`src/mbidc_pkg.sv`:
```
// Package for the memory bus interface with DRAM controller
// Behaviour
// Select pin is chip select or row strobe
// Six selects, five usable as row strobes
// Block makes column strobe, muxing and refresh
// DRAM bank spans 8MB, EDO or FPM
// Total DRAM 16MB, or 32MB split
// Generic bank decodes 1MB, six give 6MB
// Separate strobes or data strobe plus direction
// Each bank has its own programmable settings
// First select always generic, boot device
// Every external read is sixteen bits wide; 8-bit generic banks are read as two byte cycles, low byte first
// Byte FIFOs sit on 16-bit bus, one lane
// Reference clock follows system clock, aligned
// Reference clock enabled at reset, software disables
// Register space 4KB, high base byte
// Low base register gives bits 15 to 12
// Lock register guards bank configuration writes
// Per-bank 8-bit configuration register
// Per-bank base address and mux register
// Per-bank 8-bit timing register
// Refresh register holds interval and enable
// Disabled bank never asserts its select
package mbidc_pkg;
  // ----------------------------------------
  // Sizes
  // ----------------------------------------
  localparam int NBANK = 6;
  localparam int ADDR_W = 25;
  localparam int MA_W = 12;
  // ----------------------------------------
  // Register offsets within the 4KB space
  // ----------------------------------------
  localparam logic [11:0] OFS_MEMORY_INTERFACE_CONFIG = 12'h0_000;
  localparam logic [11:0] OFS_LOCK = 12'h0_001;
  localparam logic [11:0] OFS_REFRESH_TIMING = 12'h0_002;
  localparam logic [11:0] OFS_BANK = 12'h0_010;
  localparam logic [11:0] OFS_BANK_STRIDE = 12'h0_004;
  localparam logic [7:0] LOCK_KEY = 8'h0_0a5;
  // ----------------------------------------
  // Fields and reset values
  // ----------------------------------------
  localparam int MEMORY_INTERFACE_CONFIG_CLKEN = 0;
  localparam int MEMORY_INTERFACE_CONFIG_STRB = 1;
  localparam int CFG_EN = 7;
  localparam int CFG_DRAM = 6;
  localparam int CFG_W16 = 5;
  localparam int CFG_EDO = 4;
  localparam int REFRESH_TIMING_EN = 7;
  localparam logic [7:0] MEMORY_INTERFACE_CONFIG_RST = 8'h0_001;
  localparam logic [7:0] CFG0_RST = 8'h0_0a0;
  localparam logic [7:0] CFG_RST = 8'h0_000;
  localparam logic [7:0] TMG_RST = 8'h0_00f;
  localparam logic [7:0] REFRESH_TIMING_RST = 8'h0_000;
  localparam logic [7:0] MMR_BASE_HIGH_RST = 8'h0_000;
  localparam logic [7:0] MMR_BASE_LOW_RST = 8'h0_000;
  localparam logic [4:0] REFRESH_TIMING_SCALE = 5'h0_010;
  localparam logic [3:0] REFRESH_TIMING_LEN = 4'h0_004;
  typedef enum logic [2:0] {
    MBIDC_IDLE = 3'b000,
    MBIDC_ROW = 3'b001,
    MBIDC_COL = 3'b010,
    MBIDC_GEN = 3'b011,
    MBIDC_REF = 3'b100,
    MBIDC_PRE = 3'b101
  } mbidc_state_type;
  typedef struct packed {
    logic req;
    logic wr;
    logic data_space;
    logic [ADDR_W-1:0] addr;
    logic [15:0] wdata;
  } mbidc_req_type;
  typedef struct packed {
    logic rd_n;
    logic wr_n;
    logic ds_n;
    logic rw;
  } mbidc_strb_type;
endpackage

```
`src/mbidc_top.sv`:
```
// Memory bus interface with integrated DRAM controller
module mbidc_top (
  // Clock and reset
  input wire logic i_ref_clk,
  input wire logic i_nrst,
  // Special function register port
  input wire logic i_sfr_we,
  input wire logic i_sfr_sel_high,
  input wire logic [7:0] i_sfr_wdata,
  output logic [7:0] o_mmr_base_high,
  output logic [7:0] o_mmr_base_low,
  // Core access port
  input wire mbidc_pkg::mbidc_req_type i_req,
  output logic o_ack,
  output logic [15:0] o_rdata,
  // External bus
  input wire logic [15:0] i_bus_data,
  output logic [15:0] o_bus_data,
  output logic o_bus_data_oe,
  output logic [11:0] o_bus_addr,
  output logic [5:0] o_chip_select_outputs_n,
  output logic o_cas_low_n,
  output logic o_cas_high_n,
  output logic o_rd_n,
  output logic o_wr_n,
  output logic o_bus_reference_clock_out,
  output logic o_bus_reference_clock_out_oe
);
  // ----------------------------------------
  // Register state
  // ----------------------------------------
  logic [7:0] mmr_base_high_reg;
  logic [7:0] mmr_base_low_reg;
  logic [7:0] memory_interface_config_reg;
  logic [7:0] lock_reg;
  logic [7:0] refresh_timing_reg;
  logic [7:0] cfg_w [mbidc_pkg::NBANK];
  logic [7:0] am_w [mbidc_pkg::NBANK];
  logic [7:0] tmg_w [mbidc_pkg::NBANK];
  logic [5:0] hit_w;
  logic [5:0] we_cfg;
  logic [5:0] we_am;
  logic [5:0] we_tmg;
  logic mmr_hit;
  logic [11:0] mofs;
  logic unlocked;
  logic [11:0] bofs;
  logic [2:0] bidx;
  mbidc_pkg::mbidc_state_type state_reg;
  mbidc_pkg::mbidc_state_type state_next;
  assign mmr_hit = (i_req.addr[23:16] == mmr_base_high_reg)
    && (i_req.addr[15:12] == mmr_base_low_reg[7:4]) && !i_req.data_space;
  assign mofs = i_req.addr[11:0];
  assign unlocked = (lock_reg == mbidc_pkg::LOCK_KEY);
  assign bofs = mofs - mbidc_pkg::OFS_BANK;
  assign bidx = bofs[4:2] < 3'd6 ? bofs[4:2] : 3'd7;
  // ----------------------------------------
  // Special function registers
  // ----------------------------------------
  always_ff @(posedge i_ref_clk or negedge i_nrst) begin
    if (!i_nrst) begin
      mmr_base_high_reg <= mbidc_pkg::MMR_BASE_HIGH_RST;
      mmr_base_low_reg <= mbidc_pkg::MMR_BASE_LOW_RST;
    end else if (i_sfr_we) begin
      if (i_sfr_sel_high) begin
        mmr_base_high_reg <= i_sfr_wdata;
      end else begin
        mmr_base_low_reg <= i_sfr_wdata;
      end
    end
  end
  // ----------------------------------------
  // Memory mapped registers
  // ----------------------------------------
  logic mmr_wr;
  // Ack high means the held request was already served
  assign mmr_wr = i_req.req && i_req.wr && mmr_hit && !o_ack
    && state_reg == mbidc_pkg::MBIDC_IDLE;
  always_ff @(posedge i_ref_clk or negedge i_nrst) begin
    if (!i_nrst) begin
      memory_interface_config_reg <= mbidc_pkg::MEMORY_INTERFACE_CONFIG_RST;
      lock_reg <= 8'h0_000;
      refresh_timing_reg <= mbidc_pkg::REFRESH_TIMING_RST;
    end else if (mmr_wr) begin
      case (mofs)
        mbidc_pkg::OFS_MEMORY_INTERFACE_CONFIG: memory_interface_config_reg <= i_req.wdata[7:0];
        mbidc_pkg::OFS_LOCK: lock_reg <= i_req.wdata[7:0];
        mbidc_pkg::OFS_REFRESH_TIMING: refresh_timing_reg <= i_req.wdata[7:0];
        default: ;
      endcase
    end
  end
  always_comb begin
    we_cfg = '0;
    we_am = '0;
    we_tmg = '0;
    if (mmr_wr && mofs >= mbidc_pkg::OFS_BANK && bofs < 12'h0_018 && bidx != 3'd7) begin
      case (bofs[1:0])
        2'd0: we_cfg[bidx] = unlocked;
        2'd1: we_am[bidx] = 1'b1;
        2'd2: we_tmg[bidx] = 1'b1;
        default: ;
      endcase
    end
  end
  // ----------------------------------------
  // Banks
  // ----------------------------------------
  genvar g;
  generate
    for (g = 0; g < mbidc_pkg::NBANK; g++) begin : gb
      mbidc_bank #(
        .CFG_INIT(g == 0 ? mbidc_pkg::CFG0_RST : mbidc_pkg::CFG_RST),
        .DRAM_OK(g != 0)
      ) u_bank (
        .i_ref_clk(i_ref_clk),
        .i_nrst(i_nrst),
        .i_we_cfg(we_cfg[g]),
        .i_we_am(we_am[g]),
        .i_we_tmg(we_tmg[g]),
        .i_wdata(i_req.wdata[7:0]),
        .i_addr(i_req.addr),
        .o_cfg(cfg_w[g]),
        .o_am(am_w[g]),
        .o_tmg(tmg_w[g]),
        .o_hit(hit_w[g])
      );
    end
  endgenerate
  // Lowest hitting bank wins; data space only keeps a request off the register space
  logic [2:0] sel;
  logic any_hit;
  always_comb begin
    sel = 3'd0;
    any_hit = 1'b0;
    for (int i = mbidc_pkg::NBANK - 1; i >= 0; i--) begin
      if (hit_w[i]) begin
        sel = 3'(i);
        any_hit = 1'b1;
      end
    end
  end
  // ----------------------------------------
  // Refresh timer
  // ----------------------------------------
  logic [11:0] rf_cnt_reg;
  logic rf_pend_reg;
  always_ff @(posedge i_ref_clk or negedge i_nrst) begin
    if (!i_nrst) begin
      rf_cnt_reg <= 12'h0_000;
      rf_pend_reg <= 1'b0;
    end else if (!refresh_timing_reg[mbidc_pkg::REFRESH_TIMING_EN]) begin
      rf_cnt_reg <= 12'h0_000;
      rf_pend_reg <= 1'b0;
    end else begin
      if (rf_cnt_reg >= {refresh_timing_reg[6:0], mbidc_pkg::REFRESH_TIMING_SCALE}) begin
        rf_cnt_reg <= 12'h0_000;
        rf_pend_reg <= 1'b1;
      end else begin
        rf_cnt_reg <= rf_cnt_reg + 12'h0_001;
      end
      if (state_reg == mbidc_pkg::MBIDC_REF) begin
        rf_pend_reg <= 1'b0;
      end
    end
  end
  // ----------------------------------------
  // Bus cycle sequencer
  // ----------------------------------------
  logic [3:0] wait_reg;
  logic [2:0] cur_reg;
  logic half_reg;
  logic cur_dram;
  logic cur_w16;
  logic ext_req;
  assign cur_dram = cfg_w[cur_reg][mbidc_pkg::CFG_DRAM];
  assign cur_w16 = cfg_w[cur_reg][mbidc_pkg::CFG_W16];
  assign ext_req = i_req.req && !mmr_hit && any_hit;
  always_comb begin
    state_next = state_reg;
    case (state_reg)
      mbidc_pkg::MBIDC_IDLE: begin
        if (rf_pend_reg) begin
          state_next = mbidc_pkg::MBIDC_REF;
        end else if (ext_req) begin
          state_next = cfg_w[sel][mbidc_pkg::CFG_DRAM] ? mbidc_pkg::MBIDC_ROW
                                                     : mbidc_pkg::MBIDC_GEN;
        end
      end
      mbidc_pkg::MBIDC_ROW: if (wait_reg == 4'h0_000) state_next = mbidc_pkg::MBIDC_COL;
      mbidc_pkg::MBIDC_COL: if (wait_reg == 4'h0_000) state_next = mbidc_pkg::MBIDC_PRE;
      mbidc_pkg::MBIDC_GEN: begin
        if (wait_reg == 4'h0_000) begin
          state_next = (!cur_w16 && !half_reg) ? mbidc_pkg::MBIDC_GEN
                                               : mbidc_pkg::MBIDC_PRE;
        end
      end
      mbidc_pkg::MBIDC_REF: if (wait_reg == 4'h0_000) state_next = mbidc_pkg::MBIDC_PRE;
      mbidc_pkg::MBIDC_PRE: state_next = mbidc_pkg::MBIDC_IDLE;
      default: state_next = mbidc_pkg::MBIDC_IDLE;
    endcase
  end
  always_ff @(posedge i_ref_clk or negedge i_nrst) begin
    if (!i_nrst) begin
      state_reg <= mbidc_pkg::MBIDC_IDLE;
      wait_reg <= 4'h0_000;
      cur_reg <= 3'd0;
      half_reg <= 1'b0;
    end else begin
      state_reg <= state_next;
      if (state_reg == mbidc_pkg::MBIDC_IDLE) begin
        cur_reg <= sel;
        half_reg <= 1'b0;
        wait_reg <= rf_pend_reg ? mbidc_pkg::REFRESH_TIMING_LEN : tmg_w[sel][7:4];
      end else if (wait_reg != 4'h0_000) begin
        wait_reg <= wait_reg - 4'h0_001;
      end else begin
        wait_reg <= tmg_w[cur_reg][3:0];
        if (state_reg == mbidc_pkg::MBIDC_GEN) begin
          half_reg <= 1'b1;
        end
      end
    end
  end
  // ----------------------------------------
  // Pin drivers, all registered except the reference clock, which is the XOR of two flops
  // ----------------------------------------
  logic [22:0] dram_addr;
  logic [3:0] mux_sh;
  assign dram_addr = i_req.addr[22:0];
  assign mux_sh = {2'b00, am_w[cur_reg][5]} + 4'd9;
  always_ff @(posedge i_ref_clk or negedge i_nrst) begin
    if (!i_nrst) begin
      o_chip_select_outputs_n <= 6'h0_03f;
      o_cas_low_n <= 1'b1;
      o_cas_high_n <= 1'b1;
      o_rd_n <= 1'b1;
      o_wr_n <= 1'b1;
      o_bus_addr <= 12'h0_000;
      o_bus_data <= 16'h0_000;
      o_bus_data_oe <= 1'b0;
      o_ack <= 1'b0;
      o_rdata <= 16'h0_000;
    end else begin
      o_chip_select_outputs_n <= 6'h0_03f;
      o_cas_low_n <= 1'b1;
      o_cas_high_n <= 1'b1;
      o_ack <= 1'b0;
      o_bus_data_oe <= 1'b0;
      o_rd_n <= 1'b1;
      o_wr_n <= 1'b1;
      case (state_next)
        mbidc_pkg::MBIDC_ROW, mbidc_pkg::MBIDC_GEN, mbidc_pkg::MBIDC_COL: begin
          if (cfg_w[cur_reg][mbidc_pkg::CFG_EN] || state_reg == mbidc_pkg::MBIDC_IDLE) begin
            o_chip_select_outputs_n[state_reg == mbidc_pkg::MBIDC_IDLE ? sel : cur_reg]
              <= 1'b0;
          end
          // MEMORY_INTERFACE_CONFIG bit1 picks strobe pair or data strobe plus direction
          if (memory_interface_config_reg[mbidc_pkg::MEMORY_INTERFACE_CONFIG_STRB]) begin
            o_rd_n <= 1'b0;
            o_wr_n <= !i_req.wr;
          end else begin
            o_rd_n <= i_req.wr;
            o_wr_n <= !i_req.wr;
          end
          o_bus_data_oe <= i_req.wr;
          o_bus_data <= i_req.wdata;
          if (state_next == mbidc_pkg::MBIDC_ROW) begin
            o_bus_addr <= 12'(dram_addr >> mux_sh);
          end else if (state_next == mbidc_pkg::MBIDC_COL) begin
            o_bus_addr <= 12'(dram_addr[12:1]);
            o_cas_low_n <= 1'b0;
            o_cas_high_n <= 1'b0;
          end else begin
            o_bus_addr <= {i_req.addr[11:1], half_reg};
          end
        end
        mbidc_pkg::MBIDC_REF: begin
          o_cas_low_n <= 1'b0;
          o_cas_high_n <= 1'b0;
          for (int i = 1; i < mbidc_pkg::NBANK; i++) begin
            if (cfg_w[i][mbidc_pkg::CFG_EN] && cfg_w[i][mbidc_pkg::CFG_DRAM]) begin
              o_chip_select_outputs_n[i] <= wait_reg > 4'h0_002 ? 1'b1 : 1'b0;
            end
          end
        end
        default: ;
      endcase
      if (state_reg != mbidc_pkg::MBIDC_IDLE && state_next == mbidc_pkg::MBIDC_PRE
          && state_reg != mbidc_pkg::MBIDC_REF) begin
        o_ack <= 1'b1;
        if (cur_w16 || cur_dram) begin
          o_rdata <= i_bus_data;
        end else begin
          o_rdata <= {i_bus_data[7:0], o_rdata[15:8]};
        end
      end else if (state_reg == mbidc_pkg::MBIDC_GEN && wait_reg == 4'h0_000) begin
        o_rdata <= {i_bus_data[7:0], o_rdata[15:8]};
      end else if (i_req.req && mmr_hit && !o_ack && state_reg == mbidc_pkg::MBIDC_IDLE) begin
        o_ack <= 1'b1;
        o_rdata <= {8'h0_000, memory_interface_config_reg};
      end
    end
  end
  // Reference clock enable follows MEMORY_INTERFACE_CONFIG bit0 through the pin register stage
  always_ff @(posedge i_ref_clk or negedge i_nrst) begin
    if (!i_nrst) begin
      o_bus_reference_clock_out_oe <= 1'b1;
    end else begin
      o_bus_reference_clock_out_oe <= memory_interface_config_reg[mbidc_pkg::MEMORY_INTERFACE_CONFIG_CLKEN];
    end
  end
  // Rise flop toggles, fall flop follows; their difference is the clock
  logic clk_rise_reg;
  logic clk_fall_reg;
  always_ff @(posedge i_ref_clk or negedge i_nrst) begin
    if (!i_nrst) begin
      clk_rise_reg <= 1'b0;
    end else begin
      clk_rise_reg <= !clk_rise_reg;
    end
  end
  always_ff @(negedge i_ref_clk or negedge i_nrst) begin
    if (!i_nrst) begin
      clk_fall_reg <= 1'b0;
    end else begin
      clk_fall_reg <= clk_rise_reg;
    end
  end
  assign o_bus_reference_clock_out = clk_rise_reg ^ clk_fall_reg;
  assign o_mmr_base_high = mmr_base_high_reg;
  assign o_mmr_base_low = mmr_base_low_reg;
endmodule

```
`src/mbidc_bank.sv`:
```
// One bank: register set and address decode
module mbidc_bank #(
  parameter logic [7:0] CFG_INIT = 8'h0_000,
  parameter bit DRAM_OK = 1'b1
) (
  // Clock and reset
  input wire logic i_ref_clk,
  input wire logic i_nrst,
  // Register writes
  input wire logic i_we_cfg,
  input wire logic i_we_am,
  input wire logic i_we_tmg,
  input wire logic [7:0] i_wdata,
  // Decode
  input wire logic [24:0] i_addr,
  output logic [7:0] o_cfg,
  output logic [7:0] o_am,
  output logic [7:0] o_tmg,
  output logic o_hit
);
  logic [7:0] cfg_reg;
  logic [7:0] am_reg;
  logic [7:0] tmg_reg;
  logic is_dram;
  always_ff @(posedge i_ref_clk or negedge i_nrst) begin
    if (!i_nrst) begin
      cfg_reg <= CFG_INIT;
      am_reg <= 8'h0_000;
      tmg_reg <= mbidc_pkg::TMG_RST;
    end else begin
      if (i_we_cfg) begin
        cfg_reg <= i_wdata;
        if (!DRAM_OK) begin
          cfg_reg[mbidc_pkg::CFG_DRAM] <= 1'b0;
        end
      end
      if (i_we_am) begin
        am_reg <= i_wdata;
      end
      if (i_we_tmg) begin
        tmg_reg <= i_wdata;
      end
    end
  end
  assign is_dram = cfg_reg[mbidc_pkg::CFG_DRAM];
  // DRAM decodes 8MB on am[7:6]; generic decodes 1MB on am[4:0]
  always_comb begin
    if (!cfg_reg[mbidc_pkg::CFG_EN]) begin
      o_hit = 1'b0;
    end else if (is_dram) begin
      o_hit = (i_addr[24:23] == am_reg[7:6]);
    end else begin
      o_hit = (i_addr[24:20] == am_reg[4:0]);
    end
  end
  assign o_cfg = cfg_reg;
  assign o_am = am_reg;
  assign o_tmg = tmg_reg;
endmodule

```
`config.mk`:
```
export PLATFORM = sky130hd
export DESIGN_NAME = mbidc_top
export DESIGN_NICKNAME = d
export VERILOG_FILES = /design/src/mbidc_pkg.sv /design/src/mbidc_top.sv /design/src/mbidc_bank.sv
export SDC_FILE = /design/constraint.sdc
export NUM_CORES = 1
export LEC_CHECK = 0
export BUFFER_PORTS_ARGS = -buffer_cell sky130_fd_sc_hd__clkbuf_2
export CAP_MARGIN = 20
export CORE_MARGIN = 3
export CORE_UTILIZATION = 55
export DETAILED_ROUTE_END_ITERATION = 6
export HOLD_SLACK_MARGIN = 0.03
export PLACE_DENSITY = 0.81
export SYNTH_ARGS = -nofsm -noshare
export SYNTH_HDL_FRONTEND = slang
export SYNTH_HIERARCHICAL = 1
export SYNTH_SLANG_ARGS = --single-unit
```
`constraint.sdc`:
```
create_clock -name i_ref_clk -period 5.5 [get_ports i_ref_clk]
set_input_delay 1.1 -clock i_ref_clk [delete_from_list [all_inputs] [get_ports i_ref_clk]]
set_output_delay 1.1 -clock i_ref_clk [all_outputs]
set_load 0.02 [all_outputs]
```
==> impl_metrics.tcl, run 1 <==
set metrics [dict create \
    first_iter_violations 548 \
    routed_wl_mm 29.0 \
    avgViaCountPerCell 5.99 \
    pre_cts_slack_ps 937 \
    cts_buffer_depth 3 \
    clock_sinks 233 \
    clkTransAtPathRegs_ps 60 \
    hp-class "register to register" \
    outcome "completed" \
    die_w_um 155 \
    finalHoldViolCount 0 \
    cp_cell_sequence "xor2_1 -> clkbuf_2" \
    p_per_area_nw_per_um2 271 \
    cts_tree "yes" \
    fin_area_um2 13900 \
    crit_buf_inv 1 \
    rows 53 \
    grt_max_degree 78 \
    drv_slew 0 \
    io_buffers 145 \
    cts_resized 0 \
    p_leak_nw 6.38 \
    crit_fanout 1 \
    globalRouteOverflowTotal 0 \
    crit_path_end_kind "output port" \
    setup_tns_ps 0 \
    fin_nets 1194 \
    synth.avg_cell_area_um2 12.5 \
    rsz0062_at_grt "no" \
    grt_pass1_vias 8716 \
    tightest_slew_ps 979 \
    crit_family "flip-flops" \
    clk_latency_ps 530 \
    initial_core_util_pct 57.0 \
    htree_levels 1 \
    post_dp_cell_area_um2 13000 \
    grt_first_pass_wirelength_mm 47.1 \
    place_congestion 0.899 \
    dp_hpwl_mm 19.9 \
    grt_use_total_pct 24.2 \
    critPathKind "register to output port" \
    peakVddDrop_mv 0.238 \
    crit_required_ps 4400 \
    vias 8394 \
    slew_headroom_pct 34.5 \
    drtAntennaViolNets 0 \
    core_um2 21400 \
    cpMaxStageDelayCell "dfrtn_1" \
    final-setup-viol-count 0 \
    antenna_found_initial 0 \
    critPathArrivalTime_ps 3980 \
    cts_buffers 24 \
    synthToLayoutAreaGrowth_pct 13.9 \
    ioPinCount 146 \
    drc 0 \
    dr.pass1.iters 5 \
    syn_area_um2 12200 \
    fp.dieH_um 155 \
    cts_setup_buffers 0 \
    postCtsHoldBufs 0 \
    cp_slowest_stage_delay_ps 390 \
    cts-root-buf "clkbuf_16" \
    largest_reg_flops 48 \
    diodes 0 \
    die-area_um2 24000 \
    max_cap_viol_count 0 \
    ys_warn_count 6 \
    startpoint_type "register" \
    utilization_pct 64.9 \
    wire_per_inst_um 20.7 \
    fill_cells 1587 \
    timing.final.ws_setup_ps 420 \
    fin_skew_ps 30.7 \
    syn_nets 1061 \
    drive_gt1_share_pct 38.3 \
    netlist_instances 976 \
]
-- power by group --
group	switching [W]	internal, W
Sequential	0.0000251	0.00175
Combinational	0.000184	0.0000993
Clock	0.000686	0.00102
-- worst reg2reg max path: stages, from the launching register on --
cell and delay (ps):
dfrtp_1 520, or3_1 630, nor3b_4 360, nand2_1 100, or4_1 620, nor4_1 840
mux2_4 350
-- cells in the final DEF, fill, tap and decap left out, types with 4 or more instances in the layout --
cell type	instances
nor3b_1	5
clkbuf_16	24
xor2_1	23
dfstp_2	37
nor2b_1	6
mux2_4	102
nor2_1	41
a21oi_1	35
mux2i_1	61
nor4_1	5
xnor2_1	42
o21ai_1	7
o32a_1	6
nand3b_1	7
a221oi_1	8
o21ai_0	22
buf_4	17
nand4_1	13
inv_1	23
clkbuf_2	144
o221ai_1	8
nand3_1	8
dfrtp_1	195
ha_1	13
nand2_1	56
nor4_2	4
nand2b_1	15
a211oi_1	26
clkinv_2	10
o21a_1	4
mux2_2	66
mux4_2	5
and3_1	6
nor3_1	18
bufinv_16	4
-- final timing paths --
check | depth (start not counted) | slack (ps) | endpoint | from
min | 0 | 390 | o_bus_reference_clock_out_oe | memory_interface_config_reg[0]
max in group asynchronous | 1 | 2180 | clk_fall_reg | i_nrst
min reg2reg | 0 | 390 | o_bus_reference_clock_out_oe | memory_interface_config_reg[0]
max reg2reg | 6 | 1960 | gb[4].u_bank/o_cfg[7] | state_reg[2]
max | 2 | 420 | o_bus_reference_clock_out | clk_fall_reg
min in group asynchronous | 1 | 440 | gb[1].u_bank/o_am[0] | i_nrst
-- cell type report --
cell class                      count  area, um2  share of cell area, %
Clock inverter                     15        186                   1.34
Sequential cell                   233       5880                   42.4
Inverter                           24       90.1                  0.650
Tap cell                          275        344                   2.48
Timing Repair Buffer              163        878                   6.33
Clock buffer                       29        639                   4.61
Multi-Input combinational cell    663       5850                   42.2
-- routing by layer --
layer / vias up / wire length, um / GRT usage (%)
met3: 61 / 1990 / 4.00
met2: 335 / 13500 / 38.7
met5: - / 0 / 0
li1: 3794 / - / -
met1: 4204 / 12500 / 33.8
met4: 0 / 1030 / 8.20
-- metrics by stage --
stage,total power [W],std cells,hold WS [ps]
finish,0.00376,1402,389
CTS,0.00379,1401,390
detailed placement,0.00209,1357,377
global route,0.00389,1402,401
global placement,0.00208,1357,378
floorplan,0.00193,976,359
(Power assumes the default switching activity.)
==> inputs of run 2 (changes only) <==
Settings changed: CORE_ASPECT_RATIO set to 2.
==> run 2 against run 1 <==
Effect of this change:
- via count increased by 0.58%
- sequential cell count unchanged
- power decreased by 5.1%
- combinational power increased by 2%
- non-clock buffer count decreased by 1
- count of clock-buffer cells in the layout decreased by 3
- worst setup slack got worse by 4.2 ps
- die area increased by 0.45%
- critical path depth unchanged
- cell count decreased by 0.71%
- critical path type unchanged
- largest cell class unchanged
==> impl_metrics.tcl, run 2 (synthesized netlist as in run 1, its figures left out) <==
set metrics [dict create \
    outcome "completed" \
    drive_gt1_share_pct 38.1 \
    antenna_found_initial 0 \
    final_common_cell "dfrtp_1" \
    final-setup-viol-count 0 \
    cts_tree "yes" \
    rows 76 \
    tightest_slew_ps 1050 \
    startpoint_type "register" \
    place_congestion 0.917 \
    diodes 0 \
    setup_tns_ps 0 \
    internal-power_w 0.00270 \
    synthToLayoutAreaGrowth_pct 12.8 \
    seqPwrFrac_pct 49.8 \
    wire_per_inst_um 22.7 \
    vias 8443 \
    globalRouteOverflowTotal 0 \
    p_clk_share_pct 42.1 \
    cts-root-buf "clkbuf_16" \
    p_leak_nw 6.31 \
    drtAntennaViolNets 0 \
    routed_wl_mm 31.6 \
    grt_pass1_vias 9138 \
    slew_headroom_pct 29.9 \
    grt_use_total_pct 26.1 \
    clock_sinks 233 \
    cts_setup_buffers 0 \
    drc 0 \
    first_iter_violations 493 \
    fin_nets 1190 \
    cts_resized 0 \
    critPathKind "register to output port" \
    initial_core_util_pct 56.2 \
    pwr-share-comb_pct 8.2 \
    layout_common_cells "dfrtp_1, clkbuf_2, mux2_4" \
    htree_levels 1 \
    avgViaCountPerCell 6.07 \
    cts_buffers 21 \
    cp_cell_sequence "xor2_1 -> clkbuf_2" \
    pre_cts_slack_ps 938 \
    seqCellArea_um2 5880 \
    total_power_w 0.00357 \
    crit_required_ps 4400 \
    finalHoldViolCount 0 \
    die_w_um 111 \
    crit_fanout 1 \
    core_um2 21700 \
    fill_cells 1697 \
    hp-class "register to register" \
    rsz0062_at_grt "no" \
    crit_path_end_kind "output port" \
    io_buffers 145 \
    die-area_um2 24100 \
    grt_first_pass_wirelength_mm 50.0 \
    power.switching_w 0.000872 \
    cpMaxStageDelayCell "dfrtn_1" \
    critPathArrivalTime_ps 3980 \
    cts_buffer_depth 3 \
    cp_slowest_stage_delay_ps 400 \
    postCtsHoldBufs 0 \
    timing.final.ws_setup_ps 416 \
    whs_ps 376 \
    grt_max_degree 145 \
    clk_latency_ps 510 \
    multi_input_area_um2 5850 \
    fin_skew_ps 11.9 \
    peakVddDrop_mv 0.289 \
    swShare_pct 24.4 \
    p_per_area_nw_per_um2 260 \
    dr.pass1.iters 5 \
    largest_reg_flops 48 \
    max_cap_viol_count 0 \
    fp.dieH_um 216 \
    drv_slew 0 \
    dp_hpwl_mm 22.2 \
    clkTransAtPathRegs_ps 60 \
    ioPinCount 146 \
]
[run 2: changes by cell type in the layout (fill, tap and decap cells not counted), sizes merged]
cell / previous run / this run
clkbuf: 173 / 170
buf: 19 / 18
clkinv: 12 / 9
clkinvlp: 0 / 1
bufinv: 4 / 2
[run 2: layout make-up]
cell class,instances,area share (%)
Sequential cell,233,42.8
Multi-Input combinational cell,663,42.6
Timing Repair Buffer,162,6.43
Clock buffer,26,4.25
Tap cell,273,2.49
Clock inverter,11,0.783
Inverter,24,0.656
[run 2: power by group through the flow]
stage,sequential [W],clock (W),combinational (W)
2_1_floorplan,0.00184,0,0.0000926
3_5_place_dp,0.00180,0,0.000292
5_1_grt,0.00178,0.00159,0.000315
6_report,0.00178,0.00150,0.000291
4_1_cts,0.00177,0.00152,0.000294
3_3_place_gp,0.00180,0,0.000285
[run 2: metrics by stage]
step / instance area (um2) / util, % / cells
floorplan: 12200 / - / 976
global placement: 13000 / 60.1 / 1354
detailed placement: 13000 / 60.1 / 1354
CTS: 13700 / 63.3 / 1391
global route: 13700 / 63.3 / 1392
finish: 13700 / 63.3 / 1392
[run 2: final timing paths]
check / startpoint / slack, ps / cells past startpoint / to
max: clk_fall_reg / 420 / 2 / o_bus_reference_clock_out
min: memory_interface_config_reg[0] / 380 / 0 / o_bus_reference_clock_out_oe
max reg2reg: cur_reg[0] / 1770 / 9 / o_bus_addr[4]
min reg2reg: memory_interface_config_reg[0] / 380 / 0 / o_bus_reference_clock_out_oe
max in group asynchronous: i_nrst / 2220 / 1 / clk_fall_reg
min in group asynchronous: i_nrst / 420 / 1 / gb[1].u_bank/o_cfg[5]
[run 2: metal layers]
metal  track usage, %  wire, um  up-vias
met3             3.60      1580      102
met4             14.9      1880        0
met5                0         0        -
met2             47.4     16900      311
li1                 -         -     3769
met1             29.1     11300     4261
[run 2: worst max-delay path: cells and delay by family (launching register included)]
| family | cells | cell delay, ps |
|---|---|---|
| xor+xnor | 1 | 140 |
| buf+inv | 1 | 180 |
| flops | 1 | 400 |
==> inputs of run 3 (changes only) <==
Settings changed: ABC_AREA set to 1, CELL_PAD_IN_SITES_DETAIL_PLACEMENT set to 0, CELL_PAD_IN_SITES_GLOBAL_PLACEMENT set to 1, CORE_UTILIZATION 55 to 48, GPL_TIMING_DRIVEN set to 0, PLACE_DENSITY 0.81 to 0.91.
==> run 3 against run 2 <==
Effect of this change:
- synthesized cell count up 57%
- combinational power rose to 8.5 times the previous value
- critical path depth stayed put
- power up 77%
- clock power up 11%
- register-to-register slack gained 420 ps
- sequential power up 21%
- clock skew up 7.4 ps
- wire length increased by 6.4%
==> impl_metrics.tcl, run 3 <==
set metrics [dict create \
    synthToLayoutAreaGrowth_pct 16.3 \
    dr.pass1.iters 5 \
    crit_family "flip-flops" \
    drc 0 \
    htree_levels 1 \
    wire_per_inst_um 16.4 \
    cts_resized 0 \
    crit_required_ps 4400 \
    clock_sinks 233 \
    cts_setup_buffers 0 \
    ioPinCount 146 \
    pre_cts_slack_ps 804 \
    cts_tree "yes" \
    p_per_area_nw_per_um2 444 \
    cp_slowest_stage_delay_ps 390 \
    critPathArrivalTime_ps 3990 \
    cts_buffers 23 \
    critPathKind "register to output port" \
    grt_max_degree 89 \
    dp_hpwl_mm 25.8 \
    place_congestion 0.918 \
    peakVddDrop_mv 0.259 \
    final-setup-viol-count 0 \
    finalHoldViolCount 0 \
    drv_slew 0 \
    routed_wl_mm 33.7 \
    layout_common_cells "nand2_1, inv_1, dfrtp_1" \
    crit_buf_inv 1 \
    cpMaxStageDelayCell "dfrtn_1" \
    core_um2 25000 \
    syn_nets 1618 \
    initial_core_util_pct 48.9 \
    postCtsHoldBufs 0 \
    grt_first_pass_wirelength_mm 54.6 \
    max_cap_viol_count 0 \
    cts_buffer_depth 3 \
    antenna_found_initial 0 \
    die_w_um 119 \
    timing.final.ws_setup_ps 407 \
    hp-class "register to register" \
    fin_nets 1790 \
    slew_headroom_pct 41.1 \
    diodes 0 \
    final_common_cell "nand2_1" \
    die-area_um2 27600 \
    netlist_instances 1533 \
    first_iter_violations 863 \
    cp_cell_sequence "xor2_1 -> clkbuf_2" \
    vias 10600 \
    fp.dieH_um 232 \
    globalRouteOverflowTotal 0 \
    tightest_slew_ps 874 \
    grt_pass1_vias 10800 \
    p_leak_nw 7.40 \
    cts-root-buf "clkbuf_16" \
    io_buffers 145 \
    avgViaCountPerCell 5.14 \
    fin_skew_ps 19.3 \
    synth.avg_cell_area_um2 7.98 \
    largest_reg_flops 48 \
    instances_no_fill 2058 \
    crit_path_end_kind "output port" \
    drtAntennaViolNets 0 \
    rsz0062_at_grt "no" \
    crit_fanout 1 \
    syn_area_um2 12200 \
    clk_latency_ps 530 \
    ys_warn_count 6 \
    outcome "completed" \
    clkTransAtPathRegs_ps 80 \
    rows 82 \
    grt_use_total_pct 24.7 \
    drive_gt1_share_pct 19.5 \
    place_inst 2016 \
    startpoint_type "register" \
]
[run 3: area by class of cell]
class / count / area, um2
repair buffers: 147 / 790
clock buffers: 28 / 604
plain buffers: 54 / 292
clock inverters: 14 / 184
fillers: 2369 / 10800
flip-flops and latches: 233 / 5880
multi-input cells: 1018 / 5210
well taps: 336 / 420
inverters: 228 / 856
[run 3: through the flow]
stage | area, um2 | setup TNS (ps) | hold WS (ps) | total power [W] | util, %
floorplan | 12200 | 0 | 361 | 0.00384 | -
global placement | 13400 | -256730 | 382 | 0.00462 | 53.4
detailed placement | 13400 | 0 | 380 | 0.00467 | 53.7
CTS | 14200 | 0 | 395 | 0.00635 | 56.9
global route | 14200 | 0 | 395 | 0.00672 | 56.9
finish | 14200 | 0 | 402 | 0.00631 | 56.9
[run 3: path summary, 6_finish.rpt]
path | start | end | slack (ps) | depth (start not counted)
max | clk_fall_reg | o_bus_reference_clock_out | 410 | 2
min | memory_interface_config_reg[0] | o_bus_reference_clock_out_oe | 400 | 0
max reg2reg | clk_rise_reg | clk_fall_reg | 2190 | 0
min reg2reg | memory_interface_config_reg[0] | o_bus_reference_clock_out_oe | 400 | 0
max in group asynchronous | i_nrst | clk_fall_reg | 1450 | 2
min in group asynchronous | i_nrst | o_bus_data[12] | 580 | 1
[run 3: power by group]
group          switching [W]  total [W]  internal [W]
sequential          0.000170    0.00216       0.00200
combinational        0.00171    0.00248      0.000770
clock               0.000694    0.00167      0.000979
[run 3: routing by layer]
metal | vias to the layer above | wire (um) | GRT usage (%)
met5 | - | 0 | 0
met4 | 0 | 1460 | 11.0
met3 | 82 | 991 | 2.54
met2 | 280 | 18700 | 49.1
met1 | 4997 | 12500 | 25.4
li1 | 5210 | - | -
